$ cat src/shared/mio_pkg.sv
// constants for the three general-purpose ports: offsets, reset values, bit positions
package mio_pkg;
  // register indices; byte address is four times the index
  localparam logic [15:0] MIO_IDX_SP_DIR = 16'hffbd;
  localparam logic [15:0] MIO_IDX_AN_LVL = 16'hffbe;
  localparam logic [15:0] MIO_IDX_SP_DATA = 16'hffbf;
  localparam logic [15:0] MIO_IDX_BP_DIR = 16'hffc0;
  localparam logic [15:0] MIO_IDX_BP_DATA = 16'hffc1;
  localparam int MIO_ADDR_W = 18;
  localparam logic [MIO_ADDR_W-1:0] MIO_ADDR_SP_DIR = {MIO_IDX_SP_DIR, 2'b00};
  localparam logic [MIO_ADDR_W-1:0] MIO_ADDR_AN_LVL = {MIO_IDX_AN_LVL, 2'b00};
  localparam logic [MIO_ADDR_W-1:0] MIO_ADDR_SP_DATA = {MIO_IDX_SP_DATA, 2'b00};
  localparam logic [MIO_ADDR_W-1:0] MIO_ADDR_BP_DIR = {MIO_IDX_BP_DIR, 2'b00};
  localparam logic [MIO_ADDR_W-1:0] MIO_ADDR_BP_DATA = {MIO_IDX_BP_DATA, 2'b00};
  // reset values
  localparam logic [7:0] MIO_SP_DIR_RST = 8'h80;
  localparam logic [7:0] MIO_SP_DATA_RST = 8'h80;
  localparam logic [7:0] MIO_BP_DIR_RST_EXP = 8'h40;
  localparam logic [7:0] MIO_BP_DIR_RST_SC = 8'h00;
  localparam logic [7:0] MIO_BP_DATA_RST = 8'h00;
  localparam logic [7:0] MIO_WO_READ_VAL = 8'hff;
  // bit positions
  localparam int MIO_SP_RSV_BIT = 7;
  localparam int MIO_SP_TX_BIT = 4;
  localparam int MIO_SP_RX_BIT = 5;
  localparam int MIO_SP_CLK_BIT = 6;
  localparam int MIO_BP_TRIG_BIT = 0;
  localparam int MIO_BP_INT1_BIT = 1;
  localparam int MIO_BP_INT0_BIT = 2;
  localparam int MIO_BP_RD_BIT = 3;
  localparam int MIO_BP_WR_BIT = 4;
  localparam int MIO_BP_AS_BIT = 5;
  localparam int MIO_BP_CLK_BIT = 6;
  localparam int MIO_BP_WAIT_BIT = 7;
  // pin widths and synchroniser layout
  localparam int MIO_AN_W = 8;
  localparam int MIO_SP_W = 7;
  localparam int MIO_BP_W = 8;
  localparam int MIO_SYNC_W = MIO_AN_W + MIO_SP_W + MIO_BP_W;
  // bus responses
  localparam logic [1:0] MIO_RESP_OKAY = 2'b00;
  localparam logic [1:0] MIO_RESP_SLVERR = 2'b10;
endpackage

$ cat src/shared/mio_sync_if.sv
// carrier between the port block and its pin synchroniser
`timescale 1ns/1ps
interface mio_sync_if #(parameter int W = 1);
  logic [W-1:0] raw;
  logic [W-1:0] synced;
  modport user (output raw, input synced);
  modport syncer (input raw, output synced);
endinterface

$ cat src/hdl/mio_ports.sv
// analog input port, serial-shared port and bus-control port with AXI4-Lite registers
// What this block does
// - analog port input only, reads live pins
// - analog pins feed converter; top two analog outputs
// - analog register reset follows pin levels
// - serial port has seven pins, bits six-zero
// - direction one output; reset value top bit
// - serial registers top bit reads one, unwritable
// - serial read: latch if output, else pin
// - transmit function drives fifth pin, overriding
// - receive function takes sixth pin as input
// - clock function owns seventh pin, overriding
// - reset makes all serial pins inputs
// - hardware standby floats every serial pin
// - software standby reverts serial pins to gpio
// - lowest bus pins: gpio, interrupt, trigger
// - expanded mode: strobes out, wait in
// - bit six outputs system clock when expanded
// - bus direction reset depends on mode
// - bus data bit six read-only; others reset zero
// - expanded strobe pins ignore direction and data
// - single-chip bit six: direction selects clock
// - bus read: latch if output, else pin; bit six always pin
// - expanded reset: low pins in, upper functions
//
// The AXI4-Lite slave port was left to the implementer.
`timescale 1ns/1ps
module mio_ports import mio_pkg::*; (
  // clock and reset
  input wire logic aclk,
  input wire logic aresetn,
  // axi4-lite write channels
  input wire logic [MIO_ADDR_W-1:0] s_axi_awaddr,
  input wire logic [2:0] s_axi_awprot,
  input wire logic s_axi_awvalid,
  output logic s_axi_awready,
  input wire logic [31:0] s_axi_wdata,
  input wire logic [3:0] s_axi_wstrb,
  input wire logic s_axi_wvalid,
  output logic s_axi_wready,
  output logic [1:0] s_axi_bresp,
  output logic s_axi_bvalid,
  input wire logic s_axi_bready,
  // axi4-lite read channels
  input wire logic [MIO_ADDR_W-1:0] s_axi_araddr,
  input wire logic [2:0] s_axi_arprot,
  input wire logic s_axi_arvalid,
  output logic s_axi_arready,
  output logic [31:0] s_axi_rdata,
  output logic [1:0] s_axi_rresp,
  output logic s_axi_rvalid,
  input wire logic s_axi_rready,
  // system controller
  input wire logic expanded_mode,
  input wire logic hw_standby,
  input wire logic sw_standby,
  // analog port pins and converters
  input wire logic [MIO_AN_W-1:0] analog_pin_in,
  input wire logic [1:0] analog_out_request,
  output logic [MIO_AN_W-1:0] analog_levels_to_converter,
  output logic [1:0] analog_out_active,
  // serial-shared port pins
  input wire logic [MIO_SP_W-1:0] sp_pin_in,
  output logic [MIO_SP_W-1:0] sp_pin_out,
  output logic [MIO_SP_W-1:0] sp_pin_oe,
  // serial channel
  input wire logic serial_tx_enable,
  input wire logic serial_transmit_out,
  input wire logic serial_rx_enable,
  input wire logic serial_clk_enable,
  input wire logic serial_clk_drive,
  input wire logic serial_clk_out,
  output logic serial_receive_in,
  output logic serial_clock_pin,
  // interrupt inputs, read-view levels: latch for outputs, pin for inputs (active low)
  output logic ext_interrupt_three,
  output logic ext_interrupt_four,
  output logic ext_interrupt_five,
  output logic ext_interrupt_zero,
  output logic ext_interrupt_one,
  output logic ext_interrupt_two,
  output logic converter_trigger_in,
  // bus-control port pins
  input wire logic [MIO_BP_W-1:0] bp_pin_in,
  output logic [MIO_BP_W-1:0] bp_pin_out,
  output logic [MIO_BP_W-1:0] bp_pin_oe,
  // bus controller
  input wire logic read_strobe_n,
  input wire logic write_strobe_n,
  input wire logic address_strobe_n,
  input wire logic system_clock_level,
  output logic wait_in_n
);

  // pin synchronisers
  mio_sync_if #(.W(MIO_SYNC_W)) sync_bus ();
  mio_pin_sync u_sync (
    .aclk(aclk),
    .aresetn(aresetn),
    .port(sync_bus.syncer)
  );
  assign sync_bus.raw = {bp_pin_in, sp_pin_in, analog_pin_in};

  logic [MIO_AN_W-1:0] an_lvl;
  logic [MIO_SP_W-1:0] sp_lvl;
  logic [MIO_BP_W-1:0] bp_lvl;
  assign an_lvl = sync_bus.synced[MIO_AN_W-1:0];
  assign sp_lvl = sync_bus.synced[MIO_AN_W+MIO_SP_W-1:MIO_AN_W];
  assign bp_lvl = sync_bus.synced[MIO_SYNC_W-1:MIO_AN_W+MIO_SP_W];

  // port registers
  logic [MIO_SP_W-1:0] sp_dir_reg;
  logic [MIO_SP_W-1:0] sp_data_reg;
  logic [MIO_BP_W-1:0] bp_dir_reg;
  logic [MIO_BP_W-1:0] bp_data_reg;

  // read views: latch for outputs, pin level for inputs
  logic [MIO_SP_W-1:0] sp_rd;
  logic [MIO_BP_W-1:0] bp_rd;
  genvar gi;
  generate
    for (gi = 0; gi < MIO_BP_W; gi++) begin : g_rd
      if (gi < MIO_SP_W) begin : g_sp
        assign sp_rd[gi] = sp_dir_reg[gi] ? sp_data_reg[gi] : sp_lvl[gi];
      end
      if (gi == MIO_BP_CLK_BIT) begin : g_clk
        // no latch behind this bit: it always shows the pin
        assign bp_rd[gi] = bp_lvl[gi];
      end else begin : g_gp
        assign bp_rd[gi] = bp_dir_reg[gi] ? bp_data_reg[gi] : bp_lvl[gi];
      end
    end
  endgenerate

  // ---------------- axi4-lite write path ----------------
  logic aw_got_reg;
  logic w_got_reg;
  logic [MIO_ADDR_W-1:0] aw_addr_reg;
  logic [7:0] w_byte_reg;
  logic w_lane_reg;
  logic aw_take;
  logic w_take;
  logic wr_do;
  assign aw_take = s_axi_awvalid && s_axi_awready;
  assign w_take = s_axi_wvalid && s_axi_wready;
  assign wr_do = aw_got_reg && w_got_reg && !s_axi_bvalid;

  always_ff @(posedge aclk) begin
    if (!aresetn) begin
      s_axi_awready <= 1'b0;
      aw_got_reg <= 1'b0;
      aw_addr_reg <= '0;
    end else if (aw_take) begin
      s_axi_awready <= 1'b0;
      aw_got_reg <= 1'b1;
      aw_addr_reg <= s_axi_awaddr;
    end else begin
      if (wr_do) begin
        aw_got_reg <= 1'b0;
      end
      s_axi_awready <= !aw_got_reg && !s_axi_bvalid;
    end
  end

  always_ff @(posedge aclk) begin
    if (!aresetn) begin
      s_axi_wready <= 1'b0;
      w_got_reg <= 1'b0;
      w_byte_reg <= '0;
      w_lane_reg <= 1'b0;
    end else if (w_take) begin
      s_axi_wready <= 1'b0;
      w_got_reg <= 1'b1;
      w_byte_reg <= s_axi_wdata[7:0];
      w_lane_reg <= s_axi_wstrb[0];
    end else begin
      if (wr_do) begin
        w_got_reg <= 1'b0;
      end
      s_axi_wready <= !w_got_reg && !s_axi_bvalid;
    end
  end

  logic wr_mapped;
  always_comb begin
    case (aw_addr_reg)
      MIO_ADDR_SP_DIR, MIO_ADDR_AN_LVL, MIO_ADDR_SP_DATA,
      MIO_ADDR_BP_DIR, MIO_ADDR_BP_DATA: wr_mapped = 1'b1;
      default: wr_mapped = 1'b0;
    endcase
  end

  always_ff @(posedge aclk) begin
    if (!aresetn) begin
      s_axi_bvalid <= 1'b0;
      s_axi_bresp <= MIO_RESP_OKAY;
    end else if (wr_do) begin
      s_axi_bvalid <= 1'b1;
      s_axi_bresp <= wr_mapped ? MIO_RESP_OKAY : MIO_RESP_SLVERR;
    end else if (s_axi_bready) begin
      s_axi_bvalid <= 1'b0;
    end
  end

  logic wr_en;
  assign wr_en = wr_do && w_lane_reg;

  // serial port direction and data survive software standby
  always_ff @(posedge aclk) begin
    if (!aresetn) begin
      sp_dir_reg <= MIO_SP_DIR_RST[MIO_SP_W-1:0];
      sp_data_reg <= MIO_SP_DATA_RST[MIO_SP_W-1:0];
    end else if (wr_en) begin
      // reserved top bit is simply not stored
      if (aw_addr_reg == MIO_ADDR_SP_DIR) begin
        sp_dir_reg <= w_byte_reg[MIO_SP_W-1:0];
      end
      if (aw_addr_reg == MIO_ADDR_SP_DATA) begin
        sp_data_reg <= w_byte_reg[MIO_SP_W-1:0];
      end
    end
  end

  // sync reset lets the mode level pick the reset value directly
  always_ff @(posedge aclk) begin
    if (!aresetn) begin
      bp_dir_reg <= expanded_mode ? MIO_BP_DIR_RST_EXP : MIO_BP_DIR_RST_SC;
      bp_data_reg <= MIO_BP_DATA_RST;
    end else if (wr_en) begin
      if (aw_addr_reg == MIO_ADDR_BP_DIR) begin
        bp_dir_reg <= w_byte_reg;
        // clock pin direction is fixed while expanded
        if (expanded_mode) begin
          bp_dir_reg[MIO_BP_CLK_BIT] <= bp_dir_reg[MIO_BP_CLK_BIT];
        end
      end
      if (aw_addr_reg == MIO_ADDR_BP_DATA) begin
        bp_data_reg <= w_byte_reg;
        bp_data_reg[MIO_BP_CLK_BIT] <= 1'b0;
      end
    end
  end

  // ---------------- axi4-lite read path ----------------
  logic ar_got_reg;
  logic [MIO_ADDR_W-1:0] ar_addr_reg;
  logic rd_do;
  assign rd_do = ar_got_reg && !s_axi_rvalid;

  always_ff @(posedge aclk) begin
    if (!aresetn) begin
      s_axi_arready <= 1'b0;
      ar_got_reg <= 1'b0;
      ar_addr_reg <= '0;
    end else if (s_axi_arvalid && s_axi_arready) begin
      s_axi_arready <= 1'b0;
      ar_got_reg <= 1'b1;
      ar_addr_reg <= s_axi_araddr;
    end else begin
      if (rd_do) begin
        ar_got_reg <= 1'b0;
      end
      s_axi_arready <= !ar_got_reg && !s_axi_rvalid;
    end
  end

  logic [7:0] rd_byte;
  logic rd_mapped;
  always_comb begin
    rd_byte = '0;
    rd_mapped = 1'b1;
    case (ar_addr_reg)
      MIO_ADDR_SP_DIR: rd_byte = MIO_WO_READ_VAL;
      MIO_ADDR_AN_LVL: rd_byte = an_lvl;
      MIO_ADDR_SP_DATA: rd_byte = {1'b1, sp_rd};
      MIO_ADDR_BP_DIR: rd_byte = MIO_WO_READ_VAL;
      MIO_ADDR_BP_DATA: rd_byte = bp_rd;
      default: rd_mapped = 1'b0;
    endcase
  end

  always_ff @(posedge aclk) begin
    if (!aresetn) begin
      s_axi_rvalid <= 1'b0;
      s_axi_rdata <= '0;
      s_axi_rresp <= MIO_RESP_OKAY;
    end else if (rd_do) begin
      s_axi_rvalid <= 1'b1;
      s_axi_rdata <= {24'h00_0000, rd_byte};
      s_axi_rresp <= rd_mapped ? MIO_RESP_OKAY : MIO_RESP_SLVERR;
    end else if (s_axi_rready) begin
      s_axi_rvalid <= 1'b0;
    end
  end

  // ---------------- serial-shared pin drivers ----------------
  // software standby resets the serial channel, so its overrides drop away
  logic tx_use;
  logic rx_use;
  logic clk_use;
  assign tx_use = serial_tx_enable && !sw_standby;
  assign rx_use = serial_rx_enable && !sw_standby;
  assign clk_use = serial_clk_enable && !sw_standby;

  logic [MIO_SP_W-1:0] sp_oe_next;
  logic [MIO_SP_W-1:0] sp_out_next;
  always_comb begin
    sp_oe_next = sp_dir_reg;
    sp_out_next = sp_data_reg;
    if (tx_use) begin
      sp_oe_next[MIO_SP_TX_BIT] = 1'b1;
      sp_out_next[MIO_SP_TX_BIT] = serial_transmit_out;
    end
    if (rx_use) begin
      sp_oe_next[MIO_SP_RX_BIT] = 1'b0;
    end
    if (clk_use) begin
      sp_oe_next[MIO_SP_CLK_BIT] = serial_clk_drive;
      sp_out_next[MIO_SP_CLK_BIT] = serial_clk_out;
    end
    if (hw_standby) begin
      sp_oe_next = '0;
    end
  end

  // ---------------- bus-control pin drivers ----------------
  logic [MIO_BP_W-1:0] bp_oe_next;
  logic [MIO_BP_W-1:0] bp_out_next;
  always_comb begin
    bp_oe_next = bp_dir_reg;
    bp_out_next = bp_data_reg;
    bp_out_next[MIO_BP_CLK_BIT] = system_clock_level;
    if (expanded_mode) begin
      bp_oe_next[MIO_BP_AS_BIT:MIO_BP_RD_BIT] = 3'b111;
      bp_out_next[MIO_BP_RD_BIT] = read_strobe_n;
      bp_out_next[MIO_BP_WR_BIT] = write_strobe_n;
      bp_out_next[MIO_BP_AS_BIT] = address_strobe_n;
      bp_oe_next[MIO_BP_CLK_BIT] = 1'b1;
      bp_oe_next[MIO_BP_WAIT_BIT] = 1'b0;
      // strobes and clock hold high while the core sleeps
      if (sw_standby) begin
        bp_out_next[MIO_BP_CLK_BIT:MIO_BP_RD_BIT] = 4'hf;
      end
    end
    if (hw_standby) begin
      bp_oe_next = '0;
    end
  end

  always_ff @(posedge aclk) begin
    if (!aresetn) begin
      sp_pin_oe <= '0;
      sp_pin_out <= '0;
      bp_pin_oe <= '0;
      bp_pin_out <= '0;
    end else begin
      sp_pin_oe <= sp_oe_next;
      sp_pin_out <= sp_out_next;
      bp_pin_oe <= bp_oe_next;
      bp_pin_out <= bp_out_next;
    end
  end

  // ---------------- function inputs toward other units ----------------
  // interrupt sources see the read view, so an output pin's latch can fire them
  always_ff @(posedge aclk) begin
    if (!aresetn) begin
      ext_interrupt_three <= 1'b1;
      ext_interrupt_four <= 1'b1;
      ext_interrupt_five <= 1'b1;
      ext_interrupt_two <= 1'b1;
      ext_interrupt_one <= 1'b1;
      ext_interrupt_zero <= 1'b1;
      converter_trigger_in <= 1'b1;
    end else begin
      ext_interrupt_three <= sp_rd[MIO_SP_TX_BIT];
      ext_interrupt_four <= sp_rd[MIO_SP_RX_BIT];
      ext_interrupt_five <= sp_rd[MIO_SP_CLK_BIT];
      ext_interrupt_two <= bp_rd[MIO_BP_TRIG_BIT];
      ext_interrupt_one <= bp_rd[MIO_BP_INT1_BIT];
      ext_interrupt_zero <= bp_rd[MIO_BP_INT0_BIT];
      converter_trigger_in <= bp_rd[MIO_BP_TRIG_BIT];
    end
  end

  always_ff @(posedge aclk) begin
    if (!aresetn) begin
      serial_receive_in <= 1'b1;
      serial_clock_pin <= 1'b1;
      wait_in_n <= 1'b1;
      analog_levels_to_converter <= '0;
      analog_out_active <= '0;
    end else begin
      serial_receive_in <= sp_lvl[MIO_SP_RX_BIT];
      serial_clock_pin <= sp_lvl[MIO_SP_CLK_BIT];
      wait_in_n <= expanded_mode ? bp_lvl[MIO_BP_WAIT_BIT] : 1'b1;
      analog_levels_to_converter <= an_lvl;
      analog_out_active <= analog_out_request;
    end
  end

  // ---------------- assertions ----------------
  a_analog_read_live: assert property (@(posedge aclk) disable iff (!aresetn)
    rd_do && ar_addr_reg == MIO_ADDR_AN_LVL |=> s_axi_rdata[7:0] == $past(an_lvl))
    else $error("analog port read does not show pin levels");
  a_sp_read_mux: assert property (@(posedge aclk) disable iff (!aresetn)
    rd_do && ar_addr_reg == MIO_ADDR_SP_DATA
    |=> s_axi_rdata[7:0] == {1'b1, $past(sp_rd)} && s_axi_rvalid)
    else $error("serial port data read wrong");
  a_tx_pin_owned: assert property (@(posedge aclk) disable iff (!aresetn)
    tx_use && !hw_standby |=> sp_pin_oe[MIO_SP_TX_BIT]
    && sp_pin_out[MIO_SP_TX_BIT] == $past(serial_transmit_out))
    else $error("transmit pin not driven by serial channel");
  a_rx_pin_input: assert property (@(posedge aclk) disable iff (!aresetn)
    rx_use |=> !sp_pin_oe[MIO_SP_RX_BIT])
    else $error("receive pin driven");
  a_hw_standby_float: assert property (@(posedge aclk) disable iff (!aresetn)
    hw_standby |=> sp_pin_oe == '0 && bp_pin_oe == '0)
    else $error("pin driven in hardware standby");
  a_sw_standby_gpio: assert property (@(posedge aclk) disable iff (!aresetn)
    sw_standby && !hw_standby |=> sp_pin_oe == $past(sp_dir_reg)
    && sp_pin_out == $past(sp_data_reg))
    else $error("serial pins not general io in software standby");
  a_sp_reset_inputs: assert property (@(posedge aclk) disable iff (!aresetn)
    $rose(aresetn) |-> sp_dir_reg == '0 ##1 sp_pin_oe == '0)
    else $error("serial port not inputs after reset");
  a_strobes_expanded: assert property (@(posedge aclk) disable iff (!aresetn)
    expanded_mode && !hw_standby && !sw_standby
    |=> bp_pin_oe[MIO_BP_AS_BIT:MIO_BP_RD_BIT] == 3'b111 && bp_pin_out[MIO_BP_AS_BIT:MIO_BP_RD_BIT]
    == $past({address_strobe_n, write_strobe_n, read_strobe_n}))
    else $error("bus strobes not driven in expanded mode");
  a_bp_dir_reset: assert property (@(posedge aclk) disable iff (!aresetn)
    $rose(aresetn) |-> bp_dir_reg == ($past(expanded_mode) ? MIO_BP_DIR_RST_EXP : MIO_BP_DIR_RST_SC))
    else $error("bus port direction reset value wrong");
  a_clock_pin_sc: assert property (@(posedge aclk) disable iff (!aresetn)
    !expanded_mode && !hw_standby |=> bp_pin_oe[MIO_BP_CLK_BIT] == $past(bp_dir_reg[MIO_BP_CLK_BIT]))
    else $error("clock pin direction wrong in single-chip mode");
  a_wait_pin_input: assert property (@(posedge aclk) disable iff (!aresetn)
    expanded_mode |=> !bp_pin_oe[MIO_BP_WAIT_BIT])
    else $error("wait pin driven in expanded mode");
endmodule // mio_ports

$ cat src/hdl/mio_pin_sync.sv
// two-flop synchroniser for all pin inputs of the port block
`timescale 1ns/1ps
module mio_pin_sync (
  // clock and reset
  input wire logic aclk,
  input wire logic aresetn,
  // pins in, synchronised levels out
  mio_sync_if.syncer port
);
  logic [$bits(port.raw)-1:0] meta_reg;
  logic [$bits(port.raw)-1:0] sync_reg;

  // first stage feeds only the second stage
  // idle-high reset: active-low interrupt and receive lines see no false edge
  always_ff @(posedge aclk) begin
    if (!aresetn) begin
      meta_reg <= '1;
      sync_reg <= '1;
    end else begin
      meta_reg <= port.raw;
      sync_reg <= meta_reg;
    end
  end

  assign port.synced = sync_reg;
endmodule // mio_pin_sync

$ cat config.mk
export PLATFORM = sky130hd
export DESIGN_NAME = mio_ports
export DESIGN_NICKNAME = d
export VERILOG_FILES = /design/src/shared/mio_pkg.sv /design/src/shared/mio_sync_if.sv /design/src/hdl/mio_ports.sv /design/src/hdl/mio_pin_sync.sv
export SDC_FILE = /design/constraint.sdc
export NUM_CORES = 1
export LEC_CHECK = 0
export BUFFER_PORTS_ARGS = -buffer_cell sky130_fd_sc_hd__buf_2
export CAP_MARGIN = 10
export CORE_MARGIN = 3
export CORE_UTILIZATION = 40
export DETAILED_ROUTE_END_ITERATION = 12
export GPL_ROUTABILITY_DRIVEN = 0
export PLACE_DENSITY = 0.77
export SLEW_MARGIN = 20
export SYNTH_ARGS = -nofsm -noshare
export SYNTH_HDL_FRONTEND = slang
export SYNTH_HIERARCHICAL = 1
export SYNTH_SLANG_ARGS = --single-unit
$ cat constraint.sdc
create_clock -name aclk -period 2.05 [get_ports aclk]
set_input_delay 0.3075 -clock aclk [delete_from_list [all_inputs] [get_ports aclk]]
set_output_delay 0.3075 -clock aclk [all_outputs]
set_load 0.005 [all_outputs]
## Word level (Yosys, flattened, before mapping)

Cells that the tools add are included.

| storage, ports and cells | value |
|---|---|
| register bits | 189 |
| input port bits | 123 |
| logic and storage cells | 132 |

| operators by class | value |
|---|---|
| eq/ne operators | 13 |
| muxes and demuxes | 40 |
| bitwise operators | 1 |
| reduce and logical (&&, ||, !) cells | 39 |

Operator list:

| operator | number |
|---|---|
| equality test 18 bit, second input constant | 10 |
| one-hot mux 8 bit (4 select lines) | 1 |
| 2-to-1 mux 1 bit | 30 |
| 2-to-1 mux 8 bit | 3 |
| logical AND 1 bit | 13 |
| 2-to-1 mux 4 bit | 3 |
| AND reduction 2 bit | 5 |
| nonzero test 2 bit | 5 |
| OR reduction 2 bit | 5 |
| OR reduction 5 bit | 2 |
| 2-to-1 mux 7 bit | 1 |
| zero test 1 bit | 6 |
| OR reduction 3 bit | 2 |
| 2-to-1 mux 2 bit | 2 |
| != test 2 x 1 -> 1 bit, second input constant | 2 |
| AND reduction 3 bit | 1 |
| != test 2 bit, second input constant | 1 |
| NOT 1 bit | 1 |

## Longest topological paths before layout

| logic depth | value |
|---|---|
| depth in word-level cells | 5 |
| depth in mapped cells | 6 |
| gate-level depth less buffers | 4 |

## Cells and area by module

The synthesis kept the hierarchy.

By module, submodules not included:

| module | instances | cells each | area an instance (um2) | seq. area each (um2) |
|---|---|---|---|---|
| mio_ports | 1 | 602 | 5416.4 | 2902.8 |
| mio_pin_sync | 1 | 96 | 1236.2 | 920.9 |

## Least setup slack after synthesis

OpenSTA, ideal clock, no wires.

| timing path | value |
|---|---|
| path kind | reg-to-reg |
| from | register aw_addr_reg[3] |
| to | register bp_data_reg[0] |
| data arrival time | 1.664 ns |
| data required time | 1.929 ns |
| slack | 0.265 ns |
| cell stages (with the launch flop) | 6 |
| buffers on the path | 1 |
| clock period less this slack | 1.785 ns |
| path through | dfxtp_1 -> or4b_4 -> nor3_4 -> and3_1 -> buf_6 -> mux2_4 |

| between the ends | value |
|---|---|
| word-level cells in the longest chain between the ends | 2 |

RTL lines:

| item | line | source |
|---|---|---|
| start: declaration | mio_ports.sv:138 | `logic [MIO_ADDR_W-1:0] aw_addr_reg;` |
| start signal: assignment | mio_ports.sv:156 | `aw_addr_reg <= s_axi_awaddr;` |
| equality test 18 bit | mio_ports.sv:237 | `if (aw_addr_reg == MIO_ADDR_BP_DATA) begin` |
| AND reduction 2 bit (no source line) | n/a |  |
| end signal: assignment | mio_ports.sv:238 | `bp_data_reg <= w_byte_reg;` |
| end: declaration | mio_ports.sv:115 | `logic [MIO_BP_W-1:0] bp_data_reg;` |

Every way passes these cells.
A chain may end at the register's enable or synchronous reset.

## Final worst setup path

| timing path | value |
|---|---|
| from | register aw_addr_reg[4] |
| to | register bp_data_reg[7] |

Same word-level chain as after synthesis.

==> reports/results.ini <==
[status]
status=completed

[synthesis]
yosysSeqAreaShare_pct=57.5
synth_mux_area_share_pct=3.97
synth_warnings=6
yosys.cell_types.count=48
async_reset_ff_share_pct=0
ys_ff_latch=187
syn_area_um2=6650
synth_area_leaders=dfxtp_1 (54%), nand2_1 (7.1%), a21oi_1 (6.0%)
synthSimpleGateAreaFrac_pct=22.5
synth_compound_area_share_pct=10.3
yosys_most_used_dff=dfxtp_1
avgSynthCellArea_um2=9.53
synthCells=698
synth_top_family_by_area=simple AND/OR/NAND/NOR gates
synthAdderAreaFrac_pct=0
yosysTopAreaCellShare_pct=53.9
synth_xor_area_share_pct=0
synth_area_leader_cell=dfxtp_1
synth_edf_count=8

[clock_network]
ctsRootBufferMaster=clkbuf_16
cts_setup_buffers=0
cts_max_level=4
clk_pin_slew_ns=0.07
cts_hold_buf=0
cts_resized=0
clock_sinks=187
cts_tree=built
cts_made_buffers=17
insertion_delay_ns=0.43
ctsLongestPathBuffers=2

[cells_and_area]
antenna_cells=0
n_fill_cell=1505
multi_input_area_um2=2540
seq_area_um2=3820
nNetsFinal=970
syn_to_final_growth_pct=22.2
drive_above_1_share_pct=25.1

[flow_run]
drv_cap=0

[global_routing]
antenna_found_initial=3
grt-ovfl-total=0
track_usage_pct=16.8
grt_max_degree=46
grt_pass1_wl_um=23900
grt_pass1_vias=4759

[pwr]
p_sw_mw=1.71
p_total_mw=7.55
p_leak_nw=3.40
power.share.switching_pct=22.6
pwr-share-seq_pct=51.2
combPwrFrac_pct=6.1
internal_power_mw=5.84
clkPwrFrac_pct=42.6
peakVddDrop_v=0.000599
power_density_nw_per_um2=928

[die]
core_um2=16100
dieHeight_um=135
dieArea_um2=18200
rows=46
io_pins=214
start_util_pct=41.4
die_w_um=135

[worst_setup_path]
r2r_setup_slack_ns=0.1
critPathKind=reg2reg
path_max_fanout=6
endpoint_kind=flop
cp.required_ns=2.37
cp.arrival_ns=2.27
worstSetupStartpointType=flop

[sta]
finalClockSkew_ns=0.00943
fin_setup_tns_ns=0
rsz0062_at_grt=false
maxSlewViolCount=0
slew_headroom_pct=57.0
fmax_ghz=0.512
period_minus_slack_ns=1.95
hold_viol_final=0
setup_viol=0
period_share_pct=95.4
tightest_slew_ns=0.644

[detailed_routing]
vias=5043
drt_pre_antenna_iters=4
wl_per_cell_um=14.2
drc_errors=0
detail-route-antenna-nets=0
drt_iter0_drc=247
routed_wl_um=15300
routed_via_density=4.69

[placement]
io_buffers=154
dp_hpwl_um=11500

[min_path]
hold_path_class=in2reg

## cells in the mapped netlist (2+ instances only)
master / count
clkbuf_1: 27
a21oi_1: 80
nand4_1: 9
or4_4: 2
a21boi_0: 6
and2_1: 35
inv_1: 7
a211oi_1: 2
nor3_1: 5
and3_1: 3
nor4_1: 2
or2b_1: 6
o21ai_0: 20
nand2_1: 125
o21ai_1: 6
mux2_2: 3
a221oi_1: 6
nand2b_1: 49
buf_2: 6
nor2_1: 26
dfxtp_1: 179
nand3b_1: 2
nor2b_1: 2
mux2_4: 4
edfxtp_1: 8
mux2i_1: 17
buf_4: 28
nand3_1: 13
## power by group through the flow
stage               clock network [mW]  logic, mW  registers, mW
finish                            3.22      0.463           3.87
global route                      3.43      0.521           3.88
CTS                               3.29      0.469           3.87
detailed placement                   0      0.468           3.95
global placement                     0      0.459           3.94
floorplan                            0      0.297           3.93
## cells in the final DEF, fill, tap and decap left out, types with 13 or more instances in the layout
cell type  count
dfxtp_1      179
buf_2        154
nand2_1      125
a21oi_1       80
nand2b_1      49
and2_1        35
nor2_1        26
conb_1        26
o21ai_0       20
mux2i_1       17
clkbuf_16     17
nand3_1       13
buf_4         13
## through the flow
| stage | hold slack (ns) | worst slack, ns | utilization (%) | std cells | area [um^2] |
|---|---|---|---|---|---|
| 2_1_floorplan | 0.385 | 0.265 | - | 723 | 6750 |
| 3_3_place_gp | 0.391 | 0.141 | 47.0 | 1044 | 7550 |
| 3_5_place_dp | 0.391 | 0.107 | 47.0 | 1044 | 7550 |
| 4_1_cts | 0.0393 | 0.0882 | 50.6 | 1075 | 8130 |
| 5_1_grt | 0.0482 | 0.00258 | 50.6 | 1075 | 8130 |
| 6_report | 0.0599 | 0.0950 | 50.6 | 1075 | 8130 |
## final cells by class
cell class / instances / area share (%)
Clock inverter: 12 / 1.71
Timing Repair Buffer: 168 / 10.9
Clock buffer: 19 / 5.45
Inverter: 7 / 0.323
Multi-Input combinational cell: 466 / 31.2
Tap cell: 216 / 3.32
Sequential cell: 187 / 47.0
## worst max-delay path, cell delays in order (launching register included)
cell	delay (ns)
dfxtp_1	0.33
or4b_4	0.54
nor3_4	0.24
and3_1	0.40
mux2_4	0.33
## path summary, 6_finish.rpt
check,from,endpoint,depth (start not counted)
hold / removal,bp_pin_in[4],u_sync/meta_reg[19]$_SDFF_PN1_,2
setup reg to reg,aw_addr_reg[4]$_SDFFE_PN0P_,bp_data_reg[7]$_SDFFE_PN0P_,4
hold reg to reg,u_sync/meta_reg[2]$_SDFF_PN1_,u_sync/port.synced[2]$_SDFF_PN1_,1
setup / recovery,aw_addr_reg[4]$_SDFFE_PN0P_,bp_data_reg[7]$_SDFFE_PN0P_,4
## cells by family (layout without fill, tap and decap cells)
group | Yosys count | count (layout)
AND/OR/NAND/NOR | 291 | 291
flip-flops | 187 | 187
AO/OA/AOI/OAI | 125 | 125
buffers and inverters | 70 | 206
multiplexers | 24 | 24
other | 1 | 26
## layer usage
metal,GRT usage (%),vias to the layer above,share of wire (%)
li1,-,2574,-
met5,0,-,0.18
met2,26.7,160,46
met3,5.03,31,7.2
met1,21.1,2272,44
met4,7.67,6,2.6
(Power assumes the default switching activity.)
